File: src/logic/cssc_pkg.sv
`default_nettype none
package cssc_pkg;
	// Register addresses in the special-function register space
	localparam logic [7:0] ADDR_CONTROL = 8'hB0;
	localparam logic [7:0] ADDR_CONFIG = 8'hAA;
	localparam logic [7:0] ADDR_RESULT_HIGH = 8'hEE;
	localparam logic [7:0] ADDR_RESULT_LOW = 8'hED;
	localparam logic [7:0] ADDR_SCAN_FIRST = 8'hDD;
	localparam logic [7:0] ADDR_SCAN_LAST = 8'hDE;
	// Control register fields
	localparam int CTL_ENABLE_BIT = 7;
	localparam int CTL_DONE_BIT = 5;
	localparam int CTL_BUSY_BIT = 4;
	// Configuration register fields
	localparam int CFG_SMEN_BIT = 7;
	localparam int CFG_TRIG_HI = 6;
	localparam int CFG_TRIG_LO = 4;
	localparam int CFG_MCEN_BIT = 3;
	localparam int CFG_ACU_HI = 2;
	localparam int CFG_ACU_LO = 0;
	localparam logic [7:0] CFG_WRITE_MASK = 8'hF7;
	localparam logic [7:0] RESET_VALUE = 8'h00;
	// Start-trigger codes
	localparam logic [2:0] TRIG_BUSY = 3'h0;
	localparam logic [2:0] TRIG_TMR0 = 3'h1;
	localparam logic [2:0] TRIG_TMR2 = 3'h2;
	localparam logic [2:0] TRIG_TMR1 = 3'h3;
	localparam logic [2:0] TRIG_TMR3 = 3'h4;
	localparam logic [2:0] TRIG_SINGLE_SCAN = 3'h5;
	localparam logic [2:0] TRIG_CONT_CHAN = 3'h6;
	localparam logic [2:0] TRIG_AUTO_SCAN = 3'h7;
	// Timer overflow input lanes
	localparam int TMR0_LANE = 0;
	localparam int TMR1_LANE = 1;
	localparam int TMR2_LANE = 2;
	localparam int TMR3_LANE = 3;
	// Widths
	localparam int CH_W = 6;
	localparam int RES_W = 16;
	localparam int ACC_W = 22;
	localparam int CNT_W = 7;
	localparam logic [5:0] SCAN_FIELD_MASK = 6'h3F;
	// Sequencer states, Gray along idle, wait, start, wait, idle
	typedef enum logic [1:0] {
		ST_IDLE = 2'h0,
		ST_START = 2'h3,
		ST_WAIT = 2'h1
	} cssc_state_t;
endpackage
`default_nettype wire

File: src/logic/cssc_top.sv
`timescale 1ns/1ps
`default_nettype none
// Overview of operation
// - Mask enable clear ignores channel mask; set limits scans to masked-in channels.
// - Trigger field bits 6:4; code 000 starts one conversion per busy write.
// - Code 001 starts on timer 0 overflow, code 010 on timer 2 overflow.
// - Code 011 starts on timer 1 overflow, code 100 on timer 3 overflow.
// - Code 101 with masking does one single scan; invalid without masking.
// - Code 110 converts continuously on selected channel after busy write.
// - Code 111 with masking auto-scans masked-in channels repeatedly.
// - Code 111 without masking scans first..last channel continuously after busy write.
// - Multi-channel bit 3 is masked off on config writes, so fe_multi stays low and no node is shorted.
// - Accumulate field bits 2:0 picks 1,4,8,16,32,64 samples; 110/111 reserved.
// - High result byte shows upper eight bits of last completed result.
// - Busy write starts only for codes 000,110 and for 111 without masking; busy reads 1 during conversion.
// - Low result byte shows lower eight bits of last completed result.
// - Done flag sets on every completed conversion; only firmware clears it.
module cssc_top #(
	parameter int NCH = 64
) (
	input wire logic clk, // System clock
	input wire logic sys_rst, // Asynchronous reset, active high
	input wire logic [7:0] sfr_addr, // Register address
	input wire logic sfr_wr, // Register write strobe
	input wire logic sfr_rd, // Register read strobe
	input wire logic [7:0] sfr_wdata, // Register write data
	output logic [7:0] sfr_rdata, // Register read data, one cycle after read
	input wire logic [3:0] tmr_ovf, // Timer overflow pulses, lane n is timer n
	input wire logic [NCH-1:0] channel_inclusion_mask, // Channels taking part in scans
	input wire logic [5:0] channel_select, // Single-channel selection
	output logic fe_start, // Front end sample start pulse
	output logic [5:0] fe_channel, // Front end channel
	output logic fe_multi, // Front end converts shorted masked-in node
	input wire logic fe_done, // Front end sample finished pulse
	input wire logic [15:0] fe_value, // Front end sample value
	output logic conversion_busy, // Conversion in progress
	output logic conversion_done_flag // Sticky conversion-done flag
);
	cssc_pkg::cssc_state_t state_ff, nxt_state;
	logic enable_ff, nxt_enable;
	logic done_ff, nxt_done;
	logic [7:0] config_ff, nxt_config;
	logic [5:0] first_ff, nxt_first;
	logic [5:0] last_ff, nxt_last;
	logic [15:0] result_ff, nxt_result;
	logic [5:0] chan_ff, nxt_chan;
	logic multi_ff, nxt_multi;
	logic [2:0] run_mode_ff, nxt_run_mode;
	logic single_pend_ff, nxt_single_pend;
	logic [21:0] acc_ff, nxt_acc;
	logic [6:0] cnt_ff, nxt_cnt;
	logic start_ff, nxt_start;
	logic [7:0] rdata_ff, nxt_rdata;
	logic busy_ff, nxt_busy;

	// Samples per result; reserved codes fall back to one sample
	function automatic logic [6:0] acc_len(input logic [2:0] code);
		case (code)
			3'h0: acc_len = 7'h01;
			3'h1: acc_len = 7'h04;
			3'h2: acc_len = 7'h08;
			3'h3: acc_len = 7'h10;
			3'h4: acc_len = 7'h20;
			3'h5: acc_len = 7'h40;
			default: acc_len = 7'h01;
		endcase
	endfunction

	// Lowest masked-in channel at or above from; bit 6 flags that one was found
	function automatic logic [6:0] find_masked(input logic [NCH-1:0] mask, input logic [6:0] from);
		find_masked = 7'h00;
		for (int i = NCH - 1; i >= 0; i--) begin
			if (mask[i] && (i >= int'(from))) begin
				find_masked = {1'b1, i[5:0]};
			end
		end
	endfunction

	logic [2:0] trig;
	logic smen;
	logic ctl_wr;
	logic busy_wr;
	logic [6:0] first_masked;
	assign trig = config_ff[cssc_pkg::CFG_TRIG_HI:cssc_pkg::CFG_TRIG_LO];
	assign smen = config_ff[cssc_pkg::CFG_SMEN_BIT];
	assign ctl_wr = sfr_wr && (sfr_addr == cssc_pkg::ADDR_CONTROL);
	assign busy_wr = ctl_wr && sfr_wdata[cssc_pkg::CTL_BUSY_BIT];
	assign first_masked = find_masked(channel_inclusion_mask, 7'h00);

	// Next values for registers, sequencer and accumulator
	always_comb begin
		logic [21:0] sum;
		logic [6:0] nxt_masked;
		logic finish;
		logic go;
		logic [5:0] go_chan;
		sum = 22'h00_0000;
		nxt_masked = 7'h00;
		finish = 1'b0;
		go = 1'b0;
		go_chan = channel_select;
		nxt_state = state_ff;
		nxt_enable = enable_ff;
		nxt_done = done_ff;
		nxt_config = config_ff;
		nxt_first = first_ff;
		nxt_last = last_ff;
		nxt_result = result_ff;
		nxt_chan = chan_ff;
		nxt_multi = multi_ff;
		nxt_run_mode = run_mode_ff;
		nxt_single_pend = single_pend_ff;
		nxt_acc = acc_ff;
		nxt_cnt = cnt_ff;
		nxt_start = 1'b0;
		nxt_rdata = rdata_ff;

		// Software writes; the done flag only falls when firmware writes it low
		if (ctl_wr) begin
			nxt_enable = sfr_wdata[cssc_pkg::CTL_ENABLE_BIT];
			nxt_done = done_ff & sfr_wdata[cssc_pkg::CTL_DONE_BIT];
		end
		if (sfr_wr && (sfr_addr == cssc_pkg::ADDR_CONFIG)) begin
			nxt_config = sfr_wdata & cssc_pkg::CFG_WRITE_MASK;
			// Arming on the write keeps a single scan from rerunning on its own
			nxt_single_pend = (sfr_wdata[cssc_pkg::CFG_TRIG_HI:cssc_pkg::CFG_TRIG_LO] == cssc_pkg::TRIG_SINGLE_SCAN)
				&& sfr_wdata[cssc_pkg::CFG_SMEN_BIT];
		end
		if (sfr_wr && (sfr_addr == cssc_pkg::ADDR_SCAN_FIRST)) begin
			nxt_first = sfr_wdata[5:0] & cssc_pkg::SCAN_FIELD_MASK;
		end
		if (sfr_wr && (sfr_addr == cssc_pkg::ADDR_SCAN_LAST)) begin
			nxt_last = sfr_wdata[5:0] & cssc_pkg::SCAN_FIELD_MASK;
		end

		// Sequencer
		case (state_ff)
			cssc_pkg::ST_IDLE: begin
				if (enable_ff) begin
					case (trig)
						cssc_pkg::TRIG_BUSY: go = busy_wr;
						cssc_pkg::TRIG_TMR0: go = tmr_ovf[cssc_pkg::TMR0_LANE];
						cssc_pkg::TRIG_TMR2: go = tmr_ovf[cssc_pkg::TMR2_LANE];
						cssc_pkg::TRIG_TMR1: go = tmr_ovf[cssc_pkg::TMR1_LANE];
						cssc_pkg::TRIG_TMR3: go = tmr_ovf[cssc_pkg::TMR3_LANE];
						cssc_pkg::TRIG_SINGLE_SCAN: begin
							go = single_pend_ff && smen && first_masked[6];
							go_chan = first_masked[5:0];
						end
						cssc_pkg::TRIG_CONT_CHAN: go = busy_wr;
						cssc_pkg::TRIG_AUTO_SCAN: begin
							if (smen) begin
								go = first_masked[6];
								go_chan = first_masked[5:0];
							end else begin
								go = busy_wr;
								go_chan = first_ff;
							end
						end
						default: go = 1'b0;
					endcase
				end
				if (go) begin
					if (trig == cssc_pkg::TRIG_SINGLE_SCAN) begin
						nxt_single_pend = 1'b0;
					end
					nxt_chan = go_chan;
					nxt_multi = config_ff[cssc_pkg::CFG_MCEN_BIT];
					nxt_run_mode = trig;
					nxt_acc = 22'h00_0000;
					nxt_cnt = 7'h00;
					nxt_start = 1'b1;
					nxt_state = cssc_pkg::ST_WAIT;
				end
			end
			cssc_pkg::ST_START: begin
				nxt_start = 1'b1;
				nxt_state = cssc_pkg::ST_WAIT;
			end
			cssc_pkg::ST_WAIT: begin
				if (fe_done) begin
					sum = acc_ff + {6'h00, fe_value};
					nxt_acc = sum;
					nxt_cnt = cnt_ff + 7'h01;
					if ((cnt_ff + 7'h01) >= acc_len(config_ff[cssc_pkg::CFG_ACU_HI:cssc_pkg::CFG_ACU_LO])) begin
						finish = 1'b1;
					end else begin
						nxt_state = cssc_pkg::ST_START;
					end
				end
			end
			default: nxt_state = cssc_pkg::ST_IDLE;
		endcase

		// Completion: saturate the sum so a long accumulation never wraps to a small value
		if (finish) begin
			nxt_result = (sum[21:16] != 6'h00) ? 16'hFFFF : sum[15:0];
			nxt_done = 1'b1;
			nxt_acc = 22'h00_0000;
			nxt_cnt = 7'h00;
			nxt_state = cssc_pkg::ST_IDLE;
			// Continuous modes carry on only while the mode and enable are unchanged
			if (enable_ff && (trig == run_mode_ff)) begin
				case (run_mode_ff)
					cssc_pkg::TRIG_CONT_CHAN: begin
						nxt_chan = channel_select;
						nxt_state = cssc_pkg::ST_START;
					end
					cssc_pkg::TRIG_AUTO_SCAN: begin
						if (smen) begin
							nxt_masked = find_masked(channel_inclusion_mask, {1'b0, chan_ff} + 7'h01);
							if (!nxt_masked[6] || multi_ff) begin
								nxt_masked = first_masked;
							end
							if (nxt_masked[6]) begin
								nxt_chan = nxt_masked[5:0];
								nxt_state = cssc_pkg::ST_START;
							end
						end else begin
							nxt_chan = (chan_ff == last_ff) ? first_ff : chan_ff + 6'h01;
							nxt_state = cssc_pkg::ST_START;
						end
					end
					cssc_pkg::TRIG_SINGLE_SCAN: begin
						nxt_masked = find_masked(channel_inclusion_mask, {1'b0, chan_ff} + 7'h01);
						if (nxt_masked[6] && smen && !multi_ff) begin
							nxt_chan = nxt_masked[5:0];
							nxt_state = cssc_pkg::ST_START;
						end
					end
					default: nxt_state = cssc_pkg::ST_IDLE;
				endcase
			end
		end

		// Busy is registered so the port comes straight from a flop
		nxt_busy = nxt_state != cssc_pkg::ST_IDLE;

		// Read data; the done bit shows the held done_ff, not a set landing in the same cycle
		if (sfr_rd) begin
			case (sfr_addr)
				cssc_pkg::ADDR_CONTROL: nxt_rdata = {enable_ff, 1'b0, done_ff, state_ff != cssc_pkg::ST_IDLE,
					4'h0};
				cssc_pkg::ADDR_CONFIG: nxt_rdata = config_ff;
				cssc_pkg::ADDR_RESULT_HIGH: nxt_rdata = result_ff[15:8];
				cssc_pkg::ADDR_RESULT_LOW: nxt_rdata = result_ff[7:0];
				cssc_pkg::ADDR_SCAN_FIRST: nxt_rdata = {2'h0, first_ff};
				cssc_pkg::ADDR_SCAN_LAST: nxt_rdata = {2'h0, last_ff};
				default: nxt_rdata = cssc_pkg::RESET_VALUE;
			endcase
		end
	end

	// State registers
	always_ff @(posedge clk or posedge sys_rst) begin
		if (sys_rst) begin
			state_ff <= cssc_pkg::ST_IDLE;
			enable_ff <= 1'b0;
			done_ff <= 1'b0;
			config_ff <= cssc_pkg::RESET_VALUE;
			first_ff <= 6'h00;
			last_ff <= 6'h00;
			result_ff <= 16'h0000;
			chan_ff <= 6'h00;
			multi_ff <= 1'b0;
			run_mode_ff <= 3'h0;
			single_pend_ff <= 1'b0;
			acc_ff <= 22'h00_0000;
			cnt_ff <= 7'h00;
			start_ff <= 1'b0;
			rdata_ff <= cssc_pkg::RESET_VALUE;
			busy_ff <= 1'b0;
		end else begin
			state_ff <= nxt_state;
			enable_ff <= nxt_enable;
			done_ff <= nxt_done;
			config_ff <= nxt_config;
			first_ff <= nxt_first;
			last_ff <= nxt_last;
			result_ff <= nxt_result;
			chan_ff <= nxt_chan;
			multi_ff <= nxt_multi;
			run_mode_ff <= nxt_run_mode;
			single_pend_ff <= nxt_single_pend;
			acc_ff <= nxt_acc;
			cnt_ff <= nxt_cnt;
			start_ff <= nxt_start;
			rdata_ff <= nxt_rdata;
			busy_ff <= nxt_busy;
		end
	end

	// Outputs straight from flip-flops
	assign sfr_rdata = rdata_ff;
	assign fe_start = start_ff;
	assign fe_channel = chan_ff;
	assign fe_multi = multi_ff;
	assign conversion_busy = busy_ff;
	assign conversion_done_flag = done_ff;
endmodule
`default_nettype wire

File: config.mk
export PLATFORM = sky130hd
export DESIGN_NAME = cssc_top
export DESIGN_NICKNAME = d
export VERILOG_FILES = /design/src/logic/cssc_pkg.sv /design/src/logic/cssc_top.sv
export SDC_FILE = /design/constraint.sdc
export NUM_CORES = 1
export LEC_CHECK = 0
export ABC_CLOCK_PERIOD_IN_PS = 5500
export BUFFER_PORTS_ARGS = -buffer_cell sky130_fd_sc_hd__buf_2
export CORE_AREA = 4 4 154 156
export DETAILED_ROUTE_END_ITERATION = 7
export DIE_AREA = 0 0 158 160
export GPL_TIMING_DRIVEN = 1
export PLACE_DENSITY = 0.63
export SLEW_MARGIN = 20
export SYNTH_ARGS = -nofsm -noshare
export SYNTH_HDL_FRONTEND = slang
export SYNTH_SLANG_ARGS = --single-unit
File: constraint.sdc
create_clock -name clk -period 5.5 [get_ports clk]
set_input_delay 1.1 -clock clk [delete_from_list [all_inputs] [get_ports clk]]
set_output_delay 1.1 -clock clk [all_outputs]
set_load 0.02 [all_outputs]
==> impl_metrics.py, run 1 <==
metrics = {
    "cts": {
        "cts.clk_slew.worst_paths_ps": 60,
        "cts-root-buf": "clkbuf_16",
        "cts_hold_buffers": 0,
        "post_cts_buffers": 0,
        "clockBufferDepth": 2,
        "cts_tree": "yes",
        "cts.sink_count": 88,
        "cts_buffers": 9,
        "insertion_delay_ps": 360,
        "htree_levels": 3,
        "ctsResizeCount": 0,
    },
    "yosys": {
        "yosysSeqAreaShare": 0.236,
        "yosys_register_bits": 88,
        "avgSynthCellArea_um2": 7.53,
        "async_flop_share": 1.00,
        "synth_nets": 1380,
        "synth_area_um2": 9320,
        "syn-instance-count": 1237,
        "ys.flop_type": "dfrtp_1",
        "synth_edf_count": 0,
        "ys_warn_count": 0,
        "ys_types": 101,
    },
    "layout": {
        "seq_area_um2": 2200,
        "post-route-util": 0.474,
        "area_growth_syn_to_layout_pct": 13.7,
        "drive_gt1_frac": 0.177,
        "n_antenna_cell": 0,
        "layout_common_cells": "nand2_1 (148), buf_2 (127), nor2_1 (108)",
        "fillCellCount": 2244,
        "final_area_um2": 10600,
        "multiInputGateArea_um2": 6710,
        "final_common_cell": "nand2_1",
        "fin_nets": 1492,
    },
    "routing": {
        "vias_per_cell": 6.47,
        "wl_per_cell_um": 21.7,
        "postRouteAntennaNets": 0,
        "drt_iter0_drc": 1306,
        "route.vias.total": 10598,
        "dr.pass1.iters": 6,
        "drc_errors": 0,
        "routed_wirelength_mm": 35.5,
    },
    "die": {
        "rows": 55,
        "chipHeight_um": 160,
        "start_util": 0.417,
        "die_w_um": 158,
        "die-area_um2": 25300,
        "coreArea_um2": 22400,
        "io_pins": 129,
    },
    "placed_design": {
        "globalplace.congestion": 1.04,
        "dpl_worst_slack_ps": 717,
        "hpwl_mm": 27.6,
        "port_buffers": 127,
        "placed_cell_area_um2": 10300,
    },
    "global_routing": {
        "grt_max_degree": 55,
        "grt_remaining_overflow": 0,
        "grtUsageTotal": 0.271,
        "grt_pass1_vias": 9881,
        "grt_first_pass_wirelength_mm": 55.0,
        "antenna_found_initial": 0,
    },
    "setup_path": {
        "cp_max_fo": 19,
        "start_kind": "flop",
        "cp_slowest_cell": "ha_1",
        "cpLargestDelayFamily": "simple AND/OR/NAND/NOR gates",
        "crit_arrival_ps": 4830,
        "critPathRequiredTime_ps": 5700,
        "critical-path-max-stage-delay_ps": 610,
        "crit_type": "flop to flop",
        "crit_chain": "ha_1, and3_1, nand3_4, and3_1, o311a_1, nor4b_2, or4b_4, nor4_4, a21oi_2, nand3_1, nand2_1, a211oi_1",
        "critPathMostFrequentCell": "and3_1",
        "crit_buf_inv": 0,
        "endpoint_kind": "flop",
    },
    "sta": {
        "final_max_slew_viol_count": 0,
        "min_period_over_period": 0.842,
        "slew_headroom": 0.350,
        "setup_violations": 0,
        "fmax_mhz": 216,
        "rsz0062_at_grt": "no",
        "fin_tns_setup_ps": 0,
        "fin_ws_ps": 870,
        "max_slew.worst_pin.slew_ps": 969,
        "min_period_ps": 4630,
        "hold_viol_final": 0,
        "clock_skew_ps": 9.33,
        "whs_ps": 487,
    },
    "worst_hold_path": {
        "hp-class": "flop to flop",
    },
    "power": {
        "power_density_nw_per_um2": 275,
        "max-vdd-ir-drop_v": 0.000242,
        "p_leak_nw": 4.44,
    },
    "run_status": {
        "outcome": "complete, no violations",
    },
    "flow_run": {
        "cap_violations": 0,
    },
}
==> through the flow <==
stage / cells / power [mW]
2_1_floorplan: 1237 / 1.80
3_3_place_gp: 1623 / 2.23
3_5_place_dp: 1623 / 2.25
4_1_cts: 1639 / 2.91
5_1_grt: 1639 / 3.12
6_report: 1639 / 2.91
==> area by class of cell <==
type                       instances  area share
inverter                          39      0.0139
tap                              285      0.0337
timing repair buffer             157      0.0824
sequential                        88       0.208
multi-input combinational       1054       0.633
clock buffer                      11      0.0229
clock inverter                     5     0.00602
==> sequential cells by signal (all words and copies together) (netlist names) <==
name                  cells
conversion_done_flag      1
fe_start                  1
run_mode_ff               3
acc_ff                   22
conversion_busy           1
cnt_ff                    7
enable_ff                 1
state_ff                  2
single_pend_ff            1
result_ff                16
sfr_rdata                 8
fe_channel                6
first_ff                  6
last_ff                   6
config_ff                 7
==> power breakdown <==
group / leakage, nW / total [mW] / switching (mW) / internal (mW)
clock network: 0.147 / 0.645 / 0.276 / 0.369
logic: 3.16 / 1.35 / 0.863 / 0.490
registers: 1.14 / 0.912 / 0.126 / 0.786
total: 4.44 / 2.91 / 1.27 / 1.65
==> kinds of logic (layout without fill, tap and decap cells) <==
| family | Yosys count | in the layout | synth area share |
|---|---|---|---|
| and+or+nand+nor | 522 | 522 | 0.287 |
| xor gates and xnor gates | 33 | 33 | 0.0326 |
| other | 1 | 1 | 0.000403 |
| buffers and inverters | 95 | 212 | 0.0453 |
| DFF | 88 | 88 | 0.236 |
| muxes | 28 | 28 | 0.0336 |
| adders and majority gates | 32 | 32 | 0.0438 |
| AOI/OAI and AO/OA | 438 | 438 | 0.321 |
==> tightest hold or removal path: cells and delay by family (launching register included) <==
kind	cells	cell delay [ps]
AOI/OAI and AO/OA	1	50
DFF	1	350
and+or+nand+nor	1	50
==> cell usage after synthesis, drive strengths merged, types with 11 or more instances <==
cell	number	area (um2)
dfrtp	88	2200
o31ai	20	150
o221ai	11	103
xnor2	21	191
a31oi	27	184
buf	27	166
mux2	26	293
a211oi	11	82.6
nand3	40	218
nor3	37	190
nor4	33	221
o21a	12	90.1
and3	23	144
nor2	110	423
o22ai	11	75.1
nor2b	21	131
clkbuf	29	109
and2	19	119
o211ai	22	165
nand2b	19	119
inv	38	143
xor2	12	113
ha	31	388
a21o	14	105
o21ai	93	465
nand2	148	556
a21oi	101	509
nand4	18	119
==> layer usage <==
| metal | GRT usage | vias to the layer above | share of wire | wire length, um |
|---|---|---|---|---|
| met3 | 0.0466 | 61 | 0.090 | 3200 |
| li1 | - | 4950 | - | - |
| met4 | 0.0659 | 0 | 0.022 | 784 |
| met5 | 0 | - | 0 | 0 |
| met1 | 0.396 | 5059 | 0.44 | 15600 |
| met2 | 0.418 | 528 | 0.45 | 15900 |
==> final timing paths <==
kind | slack, ps | start | depth (start not counted) | end
setup / recovery | 870 | fe_channel[1] | 12 | fe_channel[0]
hold / removal | 490 | acc_ff[0] | 2 | acc_ff[0]
setup reg to reg | 870 | fe_channel[1] | 12 | fe_channel[0]
hold reg to reg | 490 | acc_ff[0] | 2 | acc_ff[0]
max in group asynchronous | 3540 | sys_rst | 3 | fe_channel[2]
min in group asynchronous | 940 | sys_rst | 2 | acc_ff[0]
Note: power is estimated with default switching activity, not from simulation.
==> run 2, diff against run 1 <==
ABC_CLOCK_PERIOD_IN_PS = 3700   (was 5500)
PLACE_DENSITY = 0.65   (was 0.63)
clock period = 3.7 ns   (was 5.5 ns; I/O delays follow)
==> run 2 against run 1 <==
Effect of this change: the run now ends with negative setup slack left; count of clock-buffer cells in the layout stayed put; maximum frequency rose by 25%; sequential cell count unchanged; non-clock buffer count grew 255; sequential share of layout area shrank 3.8 points; clock skew shrank 1.9 ps; critical path depth increased by 5; first-iteration DRC count rose by 9.4%; via count grew 9.8%; die area unchanged; cell count grew 16%.
==> impl_metrics.py, run 2 (synthesis gave the netlist of run 1 again) <==
metrics = {
    "sta": {
        "clock_skew_ps": 7.40,
        "setup_violations": 1,
        "fmax_mhz": 269,
        "fin_ws_ps": -12.7,
        "min_period_over_period": 1.00,
        "whs_ps": 473,
        "max_slew.worst_pin.slew_ps": 700,
        "rsz0062_at_grt": "yes",
        "min_period_ps": 3710,
        "slew_headroom": 0.533,
        "final_max_slew_viol_count": 0,
        "hold_viol_final": 0,
    },
    "cts": {
        "htree_levels": 3,
        "clockBufferDepth": 2,
        "insertion_delay_ps": 350,
        "cts-root-buf": "clkbuf_16",
        "cts_buffers": 9,
        "cts_tree": "yes",
        "cts.clk_slew.worst_paths_ps": 70,
        "cts.sink_count": 88,
    },
    "routing": {
        "routed_wirelength_mm": 39.2,
        "drt_iter0_drc": 1429,
        "wl_per_cell_um": 20.7,
        "dr.pass1.iters": 5,
        "drc_errors": 0,
        "postRouteAntennaNets": 0,
        "vias_per_cell": 6.14,
        "route.vias.total": 11638,
    },
    "layout": {
        "top_register": "acc_ff",
        "n_antenna_cell": 0,
        "final_common_cell": "buf_4",
        "layout_common_cells": "buf_4 (276), nand2_1 (146), buf_2 (127)",
        "final_area_um2": 13000,
        "largest_reg_flops": 22,
        "area_growth_syn_to_layout_pct": 39.2,
        "drive_gt1_frac": 0.344,
        "fin_nets": 1747,
    },
    "die": {
        "start_util": 0.417,
        "die_w_um": 158,
        "rows": 55,
        "die-area_um2": 25300,
        "chipHeight_um": 160,
        "coreArea_um2": 22400,
        "io_pins": 129,
    },
    "global_routing": {
        "grt_remaining_overflow": 0,
        "grt_pass1_vias": 10984,
        "grtUsageTotal": 0.297,
        "grt_max_degree": 52,
        "grt_first_pass_wirelength_mm": 59.7,
        "antenna_found_initial": 0,
    },
    "setup_path": {
        "rr_worst_depth": 17,
        "cp_slowest_cell": "dfrtp_2",
        "start_kind": "flop",
        "critical-path-max-stage-delay_ps": 440,
        "endpoint_kind": "flop",
        "r2r-end": "fe_channel[0]",
        "critPathMostFrequentCell": "buf_4",
        "regToRegStartpoint": "fe_channel[0]",
        "crit_arrival_ps": 3950,
        "regToRegSetupSlack_ps": -10,
        "crit_chain": "buf_12, buf_4, ha_1, buf_4, or3_4, nor3_4, nor2b_1, nor2_1, a31oi_1, or3_4, nor4_4, buf_4, a21oi_4, buf_4, nand3_1, nand2_1, a211oi_2",
        "critPathRequiredTime_ps": 3930,
        "cp_max_fo": 8,
        "crit_type": "flop to flop",
    },
    "run_status": {
        "violations": "negative setup slack",
        "outcome": "finished with violations",
    },
    "power": {
        "swShare": 0.419,
        "p_leak_nw": 5.81,
        "max-vdd-ir-drop_v": 0.000418,
        "power_density_nw_per_um2": 372,
        "p_total_mw": 4.82,
        "p_sw_mw": 2.02,
        "combPwrFrac": 0.518,
        "p_seq_frac": 0.282,
        "internal_power_mw": 2.80,
        "power_frac_clock": 0.200,
    },
    "placed_design": {
        "placed_cell_area_um2": 12200,
        "port_buffers": 127,
        "hpwl_mm": 31.5,
        "globalplace.congestion": 1.03,
    },
    "worst_hold_path": {
        "hp-class": "input port to asynchronous set/reset pin",
    },
    "flow_run": {
        "cap_violations": 0,
    },
}
[run 2: power by group through the flow]
stage	Combinational, mW	Sequential (mW)	Clock [mW]
after global placement	2.32	1.36	0
final	2.50	1.36	0.967
after detailed placement	2.37	1.36	0
after CTS	2.42	1.35	0.987
after floorplan	1.38	1.31	0
after global routing	2.72	1.38	1.03
[run 2: worst max-delay path by stage]
| stage | endpoint | start | cells after the start |
|---|---|---|---|
| floorplan | fe_channel[3] | fe_channel[0] | 16 |
| global placement | result_ff[1] | fe_value[0] | 14 |
| detailed placement | result_ff[10] | fe_value[0] | 14 |
| CTS | fe_channel[0] | fe_channel[0] | 16 |
| global route | fe_channel[1] | fe_channel[0] | 15 |
| finish | fe_channel[0] | fe_channel[0] | 17 |
[run 2: what timing repair did]
item / CTS / global route
endpoints found under the setup margin: 23 / 26
pin swaps: 7 / 17
hold endpoints to repair: 0 / 0
hold buffers: 0 / 0
resized for setup: 27 / 61
buffers inserted: 8 / 5
[run 2: metal layers]
metal  routed length, um  global-route usage
met2               18300               0.483
met3                2830              0.0317
met1               16600               0.408
met4                1500               0.104
met5                   0                   0
[run 2: stage by stage]
step,worst slack [ps],cells,util,setup TNS [ps]
final,-12.7,1894,0.580,-12.7
after global routing,-55.5,1894,0.580,-201
after CTS,6.27,1889,0.568,0
after detailed placement,-480,1865,0.545,-8450
after global placement,-426,1865,0.545,-8000
after floorplan,19.4,1237,-,0
[run 2: area by class of cell]
type,count,area (um2)
clock inverter,5,63.8
multi-input combinational,1054,7090
sequential,88,2210
tap,285,357
clock buffer,11,253
fill,2084,9400
inverter,39,148
timing repair buffer,412,2850
[run 2: worst max-delay path, delay by kind of cell (launching register included)]
family / cells / cell delay (ps)
AO/OA/AOI/OAI: 3 / 550
buffers and inverters: 5 / 770
flip-flops: 1 / 440
AND/OR/NAND/NOR: 8 / 1620
adder cells (fa/ha/maj): 1 / 220
